**src/rtl/vavr_pkg.sv**
```systemverilog
// vavr_pkg: shared constants and types of the actuator register bank
// assumes one 100 MHz clock and 16-bit holding registers by register number
package vavr_pkg;

	// ----------------------------------------------------------------
	// register numbers
	// ----------------------------------------------------------------
	localparam logic [15:0] REG_SETPOINT   = 16'h0001; // setpoint, held outside
	localparam logic [15:0] REG_OVERRIDE   = 16'h0002; // override, held outside
	localparam logic [15:0] REG_COMMAND    = 16'h0003; // command, decoded here
	localparam logic [15:0] REG_ABS_FLOW   = 16'h0008;
	localparam logic [15:0] REG_SENSOR_VAL = 16'h0009;
	localparam logic [15:0] REG_SERIAL_1   = 16'h0065;
	localparam logic [15:0] REG_SERIAL_2   = 16'h0066;
	localparam logic [15:0] REG_SERIAL_4   = 16'h0067;
	localparam logic [15:0] REG_FIRMWARE   = 16'h0068;
	localparam logic [15:0] REG_STATUS     = 16'h0069;
	localparam logic [15:0] REG_MIN_LIMIT  = 16'h006a;
	localparam logic [15:0] REG_MAX_LIMIT  = 16'h006b;
	localparam logic [15:0] REG_SENS_KIND  = 16'h006c;
	localparam logic [15:0] REG_FAIL_POS   = 16'h006d;
	localparam logic [15:0] REG_RESERVED   = 16'h006e;
	localparam logic [15:0] REG_NOM_FLOW   = 16'h006f;

	// ----------------------------------------------------------------
	// codes, fields and limits
	// ----------------------------------------------------------------
	localparam logic [15:0] CMD_CLEAR_FAULTS = 16'h0004;
	localparam logic [15:0] TYPE_FLOW_CTRL   = 16'h0002;
	localparam logic [15:0] NOT_AVAILABLE    = 16'hffff;
	localparam logic [15:0] LIM_ZERO         = 16'h0000;
	localparam logic [15:0] LIM_MAX_LOW      = 16'h07d0; // 2000 = 20 %
	localparam logic [15:0] LIM_FULL         = 16'h2710; // 10000 = 100 %
	localparam logic [7:0]  MALF_USED_MASK   = 8'hf7;    // bit 3 unused
	localparam logic [7:0]  MALF_KEEP_MASK   = 8'h11;    // bits 0 and 4 stay
	localparam int          SVC_ACTIVITY_BIT = 0;        // status bit 8
	localparam int          SVC_GEAR_BIT     = 1;        // status bit 9
	localparam int          SVC_BUSMON_BIT   = 2;        // status bit 10

	// sensor kind codes
	typedef enum logic [2:0] {
		SENS_NONE    = 3'b000,
		SENS_MV      = 3'b001,
		SENS_CONTACT = 3'b100
	} vavr_sens_t;

	// bus fail position codes
	typedef enum logic [1:0] {
		FAIL_KEEP  = 2'b00,
		FAIL_CLOSE = 2'b01,
		FAIL_OPEN  = 2'b10,
		FAIL_MID   = 2'b11
	} vavr_fail_t;

	// ----------------------------------------------------------------
	// timing
	// ----------------------------------------------------------------
	localparam int CLK_PERIOD_NS  = 10;
	localparam int TICK_PERIOD_NS = 1000000; // 1 ms base tick
	localparam int TICK_CYCLES    = TICK_PERIOD_NS / CLK_PERIOD_NS;
	localparam int WDOG_TIMEOUT_S = 120;
	localparam int WDOG_TICKS     = WDOG_TIMEOUT_S * 1000;

	// ----------------------------------------------------------------
	// carriers
	// ----------------------------------------------------------------
	typedef struct packed {
		logic        wr;    // write strobe, one cycle
		logic        rd;    // read strobe, one cycle
		logic [15:0] addr;  // register number
		logic [15:0] wdata; // write data
	} vavr_req_t;

	typedef struct packed {
		logic [15:0] act_type;  // actuator type code
		logic [15:0] abs_flow;  // measured absolute flow
		logic [15:0] nom_flow;  // nominal flow set by box maker
		logic [15:0] sensor_mv; // digitised sensor input in mV
		logic        contact;   // local input closed
		logic [7:0]  malf_evt;  // malfunction event pulses
		logic        activity;  // test run or adaptation running
		logic        gear_off;  // gear disengaged
	} vavr_plant_t;

	typedef struct packed {
		logic [15:0] min_lim;
		logic [15:0] max_lim;
		vavr_sens_t  sens_kind;
		vavr_fail_t  fail_mode;
		logic [7:0]  malf;
		logic [2:0]  svc;
		logic [31:0] tick_cnt;
		logic [31:0] wd_cnt;
		logic        wd_fired;
		logic        local_ovr;
		logic [15:0] rdata;
		logic        rvalid;
	} vavr_state_t;

	localparam vavr_state_t STATE_RST = '{
		min_lim: LIM_ZERO, max_lim: LIM_FULL, sens_kind: SENS_NONE,
		fail_mode: FAIL_KEEP, malf: 8'h00, svc: 3'b000, tick_cnt: 32'h0000_0000,
		wd_cnt: 32'h0000_0000, wd_fired: 1'b0, local_ovr: 1'b0,
		rdata: 16'h0000, rvalid: 1'b0};

endpackage

```
**src/rtl/vavr_regs.sv**
```systemverilog
// vavr_regs: upper holding-register bank of the damper actuator
// assumes a protocol engine that decodes frames into one-cycle strobes
`timescale 1ns/100ps

// Function
// - absolute flow reads 65535 unless type 2
// - sensor value follows chosen sensor type
// - status: faults low byte, service high byte
// - fault bits 0,1,2,4..7; bit 3 unused
// - service bits 8,9,10; 11..15 unused
// - command 4 clears resettable fault flags
// - fault bits 0 and 4 never cleared
// - minimum limit accepts 0 to 10000
// - maximum limit accepts 2000 to 10000
// - sensor type codes 0, 1, 4 only
// - no sensor: local input forces override
// - default: no supervision, keep setpoint
// - 120 s without refresh: go fail position
// - timeout sets bus monitoring status flag
// - fail codes: keep, close, open, mid
// - reserved register has no function
// - nominal flow 65535 unless type 2
// - only type 2 gives flow values
module vavr_regs #(
	parameter int          TICK_CYC  = vavr_pkg::TICK_CYCLES, // cycles per 1 ms tick
	parameter int          WD_TICKS  = vavr_pkg::WDOG_TICKS,  // ticks to timeout
	parameter logic [15:0] SERIAL_W1 = 16'h1111,              // arbitrary value
	parameter logic [15:0] SERIAL_W2 = 16'h2222,              // arbitrary value
	parameter logic [15:0] SERIAL_W4 = 16'h4444,              // arbitrary value
	parameter logic [15:0] FW_VER    = 16'h0101               // arbitrary value
) (
	// clock and reset
	input  wire logic                  clock,
	input  wire logic                  rst_b,
	// register access
	input  wire vavr_pkg::vavr_req_t   req,
	output logic [15:0]                rdata,
	output logic                       rvalid,
	// plant side
	input  wire vavr_pkg::vavr_plant_t plant,
	// control outputs
	output logic [15:0]                min_limit,
	output logic [15:0]                max_limit,
	output vavr_pkg::vavr_sens_t       sensor_kind,
	output vavr_pkg::vavr_fail_t       fail_mode,
	output logic                       bus_fail_active,
	output logic                       local_override,
	output logic [15:0]                status_word
);
	import vavr_pkg::*;

	// ----------------------------------------------------------------
	// state
	// ----------------------------------------------------------------
	vavr_state_t st_reg;  // all state of the bank
	vavr_state_t st_next; // its next value

	// limit check shared by both limit registers
	function automatic logic in_range(input logic [15:0] v, input logic [15:0] lo,
			input logic [15:0] hi);
		in_range = (v >= lo) && (v <= hi);
	endfunction

	// flow values exist only for flow controller types
	function automatic logic [15:0] flow_or_na(input logic [15:0] t, input logic [15:0] v);
		flow_or_na = (t == TYPE_FLOW_CTRL) ? v : NOT_AVAILABLE;
	endfunction

	// status word as seen by the master
	function automatic logic [15:0] status_of(input vavr_state_t s);
		status_of = {5'b00000, s.svc, s.malf & MALF_USED_MASK};
	endfunction

	// sensor value as read, per chosen kind
	function automatic logic [15:0] sensor_of(input vavr_sens_t k, input vavr_plant_t p);
		unique case (k)
			SENS_MV:      sensor_of = p.sensor_mv;
			SENS_CONTACT: sensor_of = {15'h0000, p.contact};
			default:      sensor_of = 16'h0000;                  // no sensor
		endcase
	endfunction

	// ----------------------------------------------------------------
	// decoded strobes
	// ----------------------------------------------------------------
	logic wr_refresh; // setpoint or override renewed
	logic wr_clear;   // command 4 written
	logic tick;       // 1 ms enable pulse

	assign wr_refresh = req.wr && (req.addr == REG_SETPOINT || req.addr == REG_OVERRIDE);
	assign wr_clear   = req.wr && req.addr == REG_COMMAND && req.wdata == CMD_CLEAR_FAULTS;
	assign tick       = st_reg.tick_cnt == 32'(TICK_CYC - 1);

	// ----------------------------------------------------------------
	// next state
	// ----------------------------------------------------------------
	always_comb begin
		st_next = st_reg;
		st_next.rvalid = 1'b0;

		// register writes; out-of-range values are ignored
		if (req.wr) begin
			unique case (req.addr)
				REG_MIN_LIMIT: begin
					if (in_range(req.wdata, LIM_ZERO, LIM_FULL)) begin
						st_next.min_lim = req.wdata;
					end
				end
				REG_MAX_LIMIT: begin
					if (in_range(req.wdata, LIM_MAX_LOW, LIM_FULL)) begin
						st_next.max_lim = req.wdata;
					end
				end
				REG_SENS_KIND: begin
					// only defined codes accepted; takes effect at the next edge
					if (req.wdata == 16'({SENS_NONE}) || req.wdata == 16'({SENS_MV})
							|| req.wdata == 16'({SENS_CONTACT})) begin
						st_next.sens_kind = vavr_sens_t'(req.wdata[2:0]);
					end
				end
				REG_FAIL_POS: begin
					if (req.wdata[15:2] == 14'h0000) begin
						st_next.fail_mode = vavr_fail_t'(req.wdata[1:0]);
					end
				end
				default: begin
					// reserved slot and read-only numbers ignore writes
				end
			endcase
		end

		// malfunction flags: clear first, then events win
		if (wr_clear) begin
			st_next.malf = st_reg.malf & MALF_KEEP_MASK;
		end
		st_next.malf = st_next.malf | (plant.malf_evt & MALF_USED_MASK);

		// service levels follow the plant
		st_next.svc[SVC_ACTIVITY_BIT] = plant.activity;
		st_next.svc[SVC_GEAR_BIT]     = plant.gear_off;

		// bus supervision watchdog
		if (st_next.fail_mode == FAIL_KEEP) begin
			// unsupervised: hold last setpoint
			st_next.tick_cnt = 32'h0000_0000;
			st_next.wd_cnt   = 32'h0000_0000;
			st_next.wd_fired = 1'b0;
		end else if (wr_refresh) begin
			// refresh restarts timing and ends fail state
			st_next.tick_cnt = 32'h0000_0000;
			st_next.wd_cnt   = 32'h0000_0000;
			st_next.wd_fired = 1'b0;
		end else if (!st_reg.wd_fired) begin
			// divider and tick count toward the timeout
			st_next.tick_cnt = tick ? 32'h0000_0000 : st_reg.tick_cnt + 32'h0000_0001;
			if (tick) begin
				st_next.wd_cnt = st_reg.wd_cnt + 32'h0000_0001;
				if (st_reg.wd_cnt == 32'(WD_TICKS - 1)) begin
					st_next.wd_fired = 1'b1;
				end
			end
		end
		st_next.svc[SVC_BUSMON_BIT] = st_next.wd_fired;

		// local input acts as override when no sensor chosen
		st_next.local_ovr = (st_reg.sens_kind == SENS_NONE) && plant.contact;

		// read answer one cycle after the strobe
		if (req.rd) begin
			st_next.rvalid = 1'b1;
			unique case (req.addr)
				REG_ABS_FLOW:   st_next.rdata = flow_or_na(plant.act_type, plant.abs_flow);
				REG_SENSOR_VAL: st_next.rdata = sensor_of(st_reg.sens_kind, plant);
				REG_SERIAL_1:   st_next.rdata = SERIAL_W1;
				REG_SERIAL_2:   st_next.rdata = SERIAL_W2;
				REG_SERIAL_4:   st_next.rdata = SERIAL_W4;
				REG_FIRMWARE:   st_next.rdata = FW_VER;
				REG_STATUS:     st_next.rdata = status_of(st_reg);
				REG_MIN_LIMIT:  st_next.rdata = st_reg.min_lim;
				REG_MAX_LIMIT:  st_next.rdata = st_reg.max_lim;
				REG_SENS_KIND:  st_next.rdata = 16'({st_reg.sens_kind});
				REG_FAIL_POS:   st_next.rdata = 16'({st_reg.fail_mode});
				REG_NOM_FLOW:   st_next.rdata = flow_or_na(plant.act_type, plant.nom_flow);
				default:        st_next.rdata = 16'h0000; // reserved and unmapped
			endcase
		end
	end

	// ----------------------------------------------------------------
	// state register
	// ----------------------------------------------------------------
	always_ff @(posedge clock) begin
		if (!rst_b) begin
			st_reg <= STATE_RST;
		end else begin
			st_reg <= st_next;
		end
	end

	// outputs straight from the state register
	assign rdata           = st_reg.rdata;
	assign rvalid          = st_reg.rvalid;
	assign min_limit       = st_reg.min_lim;
	assign max_limit       = st_reg.max_lim;
	assign sensor_kind     = st_reg.sens_kind;
	assign fail_mode       = st_reg.fail_mode;
	assign bus_fail_active = st_reg.wd_fired;
	assign local_override  = st_reg.local_ovr;
	assign status_word     = status_of(st_reg);
endmodule

```
**config.mk**
```make
export PLATFORM = sky130hd
export DESIGN_NAME = vavr_regs
export DESIGN_NICKNAME = d
export VERILOG_FILES = /design/src/rtl/vavr_pkg.sv /design/src/rtl/vavr_regs.sv
export SDC_FILE = /design/constraint.sdc
export NUM_CORES = 1
export LEC_CHECK = 0
export ABC_AREA = 1
export BUFFER_PORTS_ARGS = -buffer_cell sky130_fd_sc_hd__buf_2
export CAP_MARGIN = 30
export CORE_MARGIN = 8
export CORE_UTILIZATION = 45
export CTS_BUF_LIST = sky130_fd_sc_hd__clkbuf_16
export DETAILED_ROUTE_END_ITERATION = 12
export PLACE_DENSITY = 0.7
export SYNTH_ARGS = -nofsm -noshare
export SYNTH_HDL_FRONTEND = slang
export SYNTH_SLANG_ARGS = --single-unit
export TNS_END_PERCENT = 1
```
**constraint.sdc**
```tcl
create_clock -name clock -period 2.03 [get_ports clock]
set_clock_uncertainty 0.15 [all_clocks]
set_input_delay 0.1015 -clock clock [delete_from_list [all_inputs] [get_ports clock]]
set_output_delay 0.1015 -clock clock [all_outputs]
set_load 0.05 [all_outputs]
```
# Word-level counts from Yosys, hierarchy flattened
# Cells that the tools add are included.
[totals]
input_bits = 111
wordCells = 75
output_inout_bits = 72
ff_bits = 131
[op_classes]
n_addsub = 2
n_lt_le_gt_ge = 3
mux = 15
eq_ne = 22
n_reduce_logical = 18
bitwise_logic = 3
[op_table]
columns = ["operator", "n"]
rows = [
  ["case mux 16 bit (12 select lines)", 1],
  ["equality test 16 x 7 -> 1 bit (second input constant)", 10],
  ["adder 32 x 1 -> 32 bit (second input constant)", 2],
  ["equality test 32 x 17 -> 1 bit (second input constant)", 2],
  ["equality test 16 x 2 -> 1 bit (second input constant)", 3],
  ["equality test 16 x 1 -> 1 bit (second input constant)", 2],
  ["equality test 16 x 4 -> 1 bit (second input constant)", 2],
  ["two-way mux 16 bit", 2],
  ["two-way mux 32 bit", 1],
  ["case mux 16 bit (2 select lines)", 1],
  ["equality test 16 x 3 -> 1 bit (second input constant)", 1],
  ["greater-or-equal comparator 16 x 1 -> 1 bit (second input constant)", 1],
  ["greater-or-equal comparator 16 x 11 -> 1 bit (second input constant)", 1],
  ["less-or-equal comparator 16 x 14 -> 1 bit (second input constant)", 1],
  ["zero test 16 bit", 1],
  ["zero test 14 bit", 1],
  ["AND reduction 3 bit", 3],
  ["two-way mux 8 bit", 1],
  ["OR 8 bit", 1],
  ["logical AND 1 bit", 6],
  ["two-way mux 1 bit", 6],
  ["two-way mux 2 bit", 3],
  ["equality test 3 x 1 -> 1 bit (second input constant)", 1],
  ["equality test 3 bit (second input constant)", 1],
  ["6 further kinds", 9],
]

# Longest topological paths before layout
[depth]
word_depth = 6
mapped_depth = 14
depth_no_buf = 13

# Least setup slack after synthesis
# OpenSTA, ideal clock, no wires.
[synth_path]
path_type = "register -> register"
from = "register, netlist name status_word[10]"
to = "register st_reg[73] (netlist bit)"
path_stages_with_launch = 9
t_required_ps = 1760
n_path_buf = 1
arrival_time_ps = 1766
setup_slack_ps = -6
cell_sequence = "dfxtp_1 > buf_2 > nor3_2 > nand2_1 > nor2_2 > nand2_1 > nor3_1 > xor2_1 > nor2_4"
[synth_lines]
columns = ["item", "line_no", "text"]
rows = [
  ["end signal, assigned", "vavr_regs.sv:196", "st_reg <= st_next;"],
  ["end, declared", "vavr_regs.sv:55", "vavr_state_t st_reg;"],
]

# Worst setup path after layout
[layout_path]
from = "input port req[8] (netlist bit)"
to = "register st_reg[67] (netlist bit)"
[layout_via]
elab_chain_cells = 6
[layout_rtl]
columns = ["item", "line_no", "text"]
rows = [
  ["start, declared", "vavr_regs.sv:36", "input wire vavr_pkg::vavr_req_t req,"],
  ["zero test 14 bit", "vavr_regs.sv:122", "if (req.wdata[15:2] == 14'h0000) begin"],
  ["two-way mux 2 bit", "vavr_regs.sv:122", ""],
  ["two-way mux 2 bit", "vavr_regs.sv:103", "unique case (req.addr)"],
  ["two-way mux 2 bit", "vavr_regs.sv:102", "if (req.wr) begin"],
  ["zero test 2 bit", "vavr_regs.sv:143", "if (st_next.fail_mode == FAIL_KEEP) begin"],
  ["OR reduction 3 bit (no source line)", "n/a", ""],
]
# No other way between the ends.
# A chain may end at the register's enable or synchronous reset.

==> PnR_summary.wiki <==
{| class="wikitable"
! Metric !! Value
|-
| Die H || about 160 um
|-
| Number of cells in the design after placement || between 1500 and 2000
|-
| Hold Crit Class || in2reg
|-
| Non-filler cells, final || ~1900
|-
| YS warnings || 0
|-
| Count of cell types in the netlist || just over 40
|-
| Vias per std cell || 5.08
|-
| Setup crit start kind || primary input
|-
| Slowest cell on crit path || sky130_fd_sc_hd__dlygate4sd3_1
|-
| Number of DRC markers in iteration 0 || roughly 700
|-
| Worst reg2reg path endpoint || st_reg[42]$_SDFFE_PP0P_
|-
| Portion of total power attributed to combinational logic || 0.068
|-
| Core Area || just under 20000 sq um
|-
| Fraction of layout instances using a drive strength above 1 || 0.274
|-
| Total die area || 24800 sq um
|-
| Final setup vio count || 0
|-
| R2R setup slack || 0.05 ns
|-
| CTS Sinks || between 100 and 150
|-
| Leading cell type in the layout, fill and taps excluded || sky130_fd_sc_hd__nand2_1
|-
| Start point of the critical path || req[8]
|-
| Most frequently used flop master after synthesis || sky130_fd_sc_hd__dfxtp_1
|-
| DRC || 0
|-
| Number of nets still failing antenna checks after routing || 0
|-
| Per-cell routed wire length || between 15 and 20 um
|-
| Top cell by count, worst path || sky130_fd_sc_hd__nand2_2
|-
| Switching power || about 0.0015 W
|-
| Insertion delay of the later-clocked pin in the worst-skew pair || 0.42 ns
|-
| Post-Synthesis Cell Area || 8990 sq um
|-
| Maximum Capacitance Violations || 0
|-
| Maximum number of pins on one net before global-route repair || 30
|-
| Number of standard-cell rows in the floorplan || 51
|-
| Top Ports || about 180
|-
| CTS tree || built
|-
| Result of the run || completed
|-
| CP Capture Type || flop
|-
| Leak || 4.99 nW
|-
| Count of endpoints failing hold in the final timing report || 0
|-
| Synthesized instance count || ~1400
|-
| Number of storage elements in the synthesis netlist || 129
|-
| Hold depth || 5
|-
| Root Buffer Master || sky130_fd_sc_hd__clkbuf_16
|-
| Data required time of the worst path || approximately 2.2 ns
|-
| Layout overhead on the synthesized area || 28.3%
|-
| Last weighted congestion value of the routability-driven placer || 0.936
|-
| Maximum count of clock buffers along a single path || 2
|-
| R2R cell count || 9
|-
| Number of diodes added for antenna fixing || 0
|-
| Sw Ratio || 0.238
|-
| Crit path largest cell delay || 0.56 ns
|-
| Via count || roughly 9500
|-
| Final-stage net count || 1705
|-
| Vias in the first global route || 9000
|-
| Final std cell area, no fill || ~12000 sq um
|-
| Min Clock Period, post-route || roughly 2 ns
|-
| Worst flop-to-flop path startpoint || st_reg[82]$_SDFFE_PP0N_
|-
| Detailed placer's ending HPWL || roughly 21000 um
|-
| First-pass GRT wire length || approximately 44000 um
|-
| Biggest fanout along the worst timing path || 7
|-
| Number of pins exceeding their max-slew limit in the final report || 0
|-
| Final sum of negative setup slack || 0 ns
|-
| Number of H-tree levels || 4
|-
| Synth Area per Inst || 6.50 sq um
|-
| Pint || about 0.0048 W
|-
| Pwr Density || ~540 nW/um^2
|-
| Number of port buffers || around 180
|-
| Crit path capture || st_reg[67]$_SDFFE_PP0N_
|-
| Starting utilization of the core area || 0.461
|-
| CP arrival || between 2 and 2.5 ns
|-
| Number of flip-flops in the largest register || 64
|-
| Part of the total power dissipated in the clock network || 0.525
|-
| Critical path cell sequence || dlygate4sd3_1, buf_2, nor2_1, nand2_2, nor3_4, nand2_2, nand2_2, nand3_2, nand2_4, nand2_8, buf_12, clkbuf_16, nor2_4
|-
| Type of the worst setup path || in2reg
|-
| Sequential share of power || 0.407
|-
| Cts bufs inserted || 17
|-
| Number of optimization iterations in the first detailed-route pass || 6
|-
| Worst rel slew slack || 0.629
|-
| GRT Resource Usage Total || 0.223
|-
| Most frequent cells in the layout || sky130_fd_sc_hd__nand2_1 (352), sky130_fd_sc_hd__buf_2 (174), sky130_fd_sc_hd__nor2_1 (166)
|-
| Number of antenna violations at the first check in global routing || 0
|-
| Unrepaired setup endpoints after global routing || true
|-
| Number of flops mapped to enable cells by yosys || 0
|-
| Ratio of final minimum period to clock period || 0.979
|-
| Clock Pin Slew Worst Setup and Hold Paths || ~0.06 ns
|-
| Slew at the pin closest to its max-slew limit || roughly 0.56 ns
|-
| Maximum ir drop on the vdd rail || between 0.0006 and 0.0007 V
|-
| Wire length reported by the detailed router || between 20000 and 30000 um
|-
| Share of synthesized registers carrying an async set or reset || 0
|-
| Total congestion overflow || 0
|-
| Total placed instance area || 10000 sq um
|-
| Peak Freq || 0.503 GHz
|-
| Share of synthesized area occupied by flip-flops and latches || 0.287
|-
| Die width || roughly 160 um
|}
-- synthesized netlist by cell type (2+ instances only) --
cell type | number | area share
sky130_fd_sc_hd__nand2_2 | 6 | 0.0042
sky130_fd_sc_hd__nor2_1 | 178 | 0.074
sky130_fd_sc_hd__nand3b_1 | 6 | 0.0050
sky130_fd_sc_hd__nor3_1 | 31 | 0.017
sky130_fd_sc_hd__o211ai_2 | 2 | 0.0028
sky130_fd_sc_hd__nor2_4 | 57 | 0.071
sky130_fd_sc_hd__buf_1 | 3 | 0.0013
sky130_fd_sc_hd__buf_4 | 72 | 0.060
sky130_fd_sc_hd__nand3_1 | 106 | 0.059
sky130_fd_sc_hd__xnor2_1 | 8 | 0.0078
sky130_fd_sc_hd__nor3b_2 | 2 | 0.0028
sky130_fd_sc_hd__nand3_2 | 2 | 0.0022
sky130_fd_sc_hd__nor3_2 | 3 | 0.0033
sky130_fd_sc_hd__inv_1 | 150 | 0.063
sky130_fd_sc_hd__or2_2 | 2 | 0.0014
sky130_fd_sc_hd__dfxtp_1 | 129 | 0.29
sky130_fd_sc_hd__o21ai_0 | 42 | 0.023
sky130_fd_sc_hd__and3_1 | 2 | 0.0014
sky130_fd_sc_hd__nor2_2 | 11 | 0.0077
sky130_fd_sc_hd__nor3_4 | 2 | 0.0036
sky130_fd_sc_hd__ha_1 | 2 | 0.0028
sky130_fd_sc_hd__buf_2 | 20 | 0.011
sky130_fd_sc_hd__nor4_1 | 18 | 0.013
sky130_fd_sc_hd__o21ai_1 | 16 | 0.0089
sky130_fd_sc_hd__nand2_1 | 361 | 0.15
sky130_fd_sc_hd__a21oi_1 | 32 | 0.018
sky130_fd_sc_hd__o21bai_1 | 2 | 0.0017
sky130_fd_sc_hd__clkbuf_1 | 10 | 0.0042
sky130_fd_sc_hd__inv_2 | 19 | 0.0079
sky130_fd_sc_hd__nand4_1 | 42 | 0.029
sky130_fd_sc_hd__xor2_1 | 32 | 0.031
sky130_fd_sc_hd__o211ai_1 | 3 | 0.0025
sky130_fd_sc_hd__buf_12 | 5 | 0.011
-- per-stage QoR --
stage          utilization  setup slack (ns)  hold WS (ns)  total power, W
2_1_floorplan            -             0.122        0.0491         0.00282
3_3_place_gp         0.513           -0.0740         0.131         0.00297
3_5_place_dp         0.513           -0.0563         0.138         0.00297
4_1_cts              0.568           0.00178      0.000354         0.00633
5_1_grt              0.591           -0.0473        0.0256         0.00649
6_report             0.591            0.0432        0.0116         0.00629
-- layout make-up --
type	count	area [sq um]
fillers	1873	7980
repair buffers	295	2160
multi-input cells	979	5190
clock buffers	17	425
clock inverters	15	209
flip-flops and latches	129	2590
inverters	170	638
well taps	265	332
-- cells by family (layout without fill, tap and decap cells) --
family,after synthesis,in the layout,share of synthesized area
AND/OR/NAND/NOR,832,832,0.450
flip-flops,129,129,0.287
XOR/XNOR,40,40,0.0390
adder cells (fa/ha/maj),2,2,0.00278
AO/OA/AOI/OAI,99,99,0.0607
other,1,6,0.000417
buffers and inverters,281,497,0.160
-- critical path: cells and delay by family --
family / cells / cell delay, ns
simple gates: 9 / 1.00
buf+inv: 4 / 1.07
-- layer usage --
layer	track usage	up-vias	part of all wire
met5	0	-	0
met3	0.0576	63	0.074
met1	0.265	4327	0.41
li1	-	4728	-
met4	0.0802	0	0.026
met2	0.380	388	0.49
-- what timing repair did --
action,4_1_cts,5_1_grt
endpoints found under the hold margin,60,0
gates resized for setup,6,55
endpoints found under the setup margin,16,64
setup buffers,0,7
pin swaps,2,11
hold buffers,41,0
gates cloned,0,8
-- power groups by stage --
stage	sequential (W)	clock [W]	combinational [W]
after global placement	0.00261	0	0.000358
after global routing	0.00256	0.00347	0.000460
after detailed placement	0.00261	0	0.000359
after CTS	0.00256	0.00335	0.000422
after floorplan	0.00262	0	0.000199
final	0.00256	0.00330	0.000430
-- worst min-delay path by stage --
| stage | startpoint | endpoint | slack (ns) |
|---|---|---|---|
| after floorplan | plant[1] | status_word[8]$_SDFF_PN0_ | 0.05 |
| after global placement | plant[1] | status_word[8]$_SDFF_PN0_ | 0.13 |
| after detailed placement | plant[0] | status_word[9]$_SDFF_PN0_ | 0.14 |
| after CTS | req[11] | max_limit[8]$_SDFFE_PN1P_ | 0.0004 |
| after global routing | req[11] | max_limit[8]$_SDFFE_PN1P_ | 0.03 |
| final | req[11] | max_limit[8]$_SDFFE_PN1P_ | 0.01 |
No activity file was read; power rests on OpenSTA's default activity.
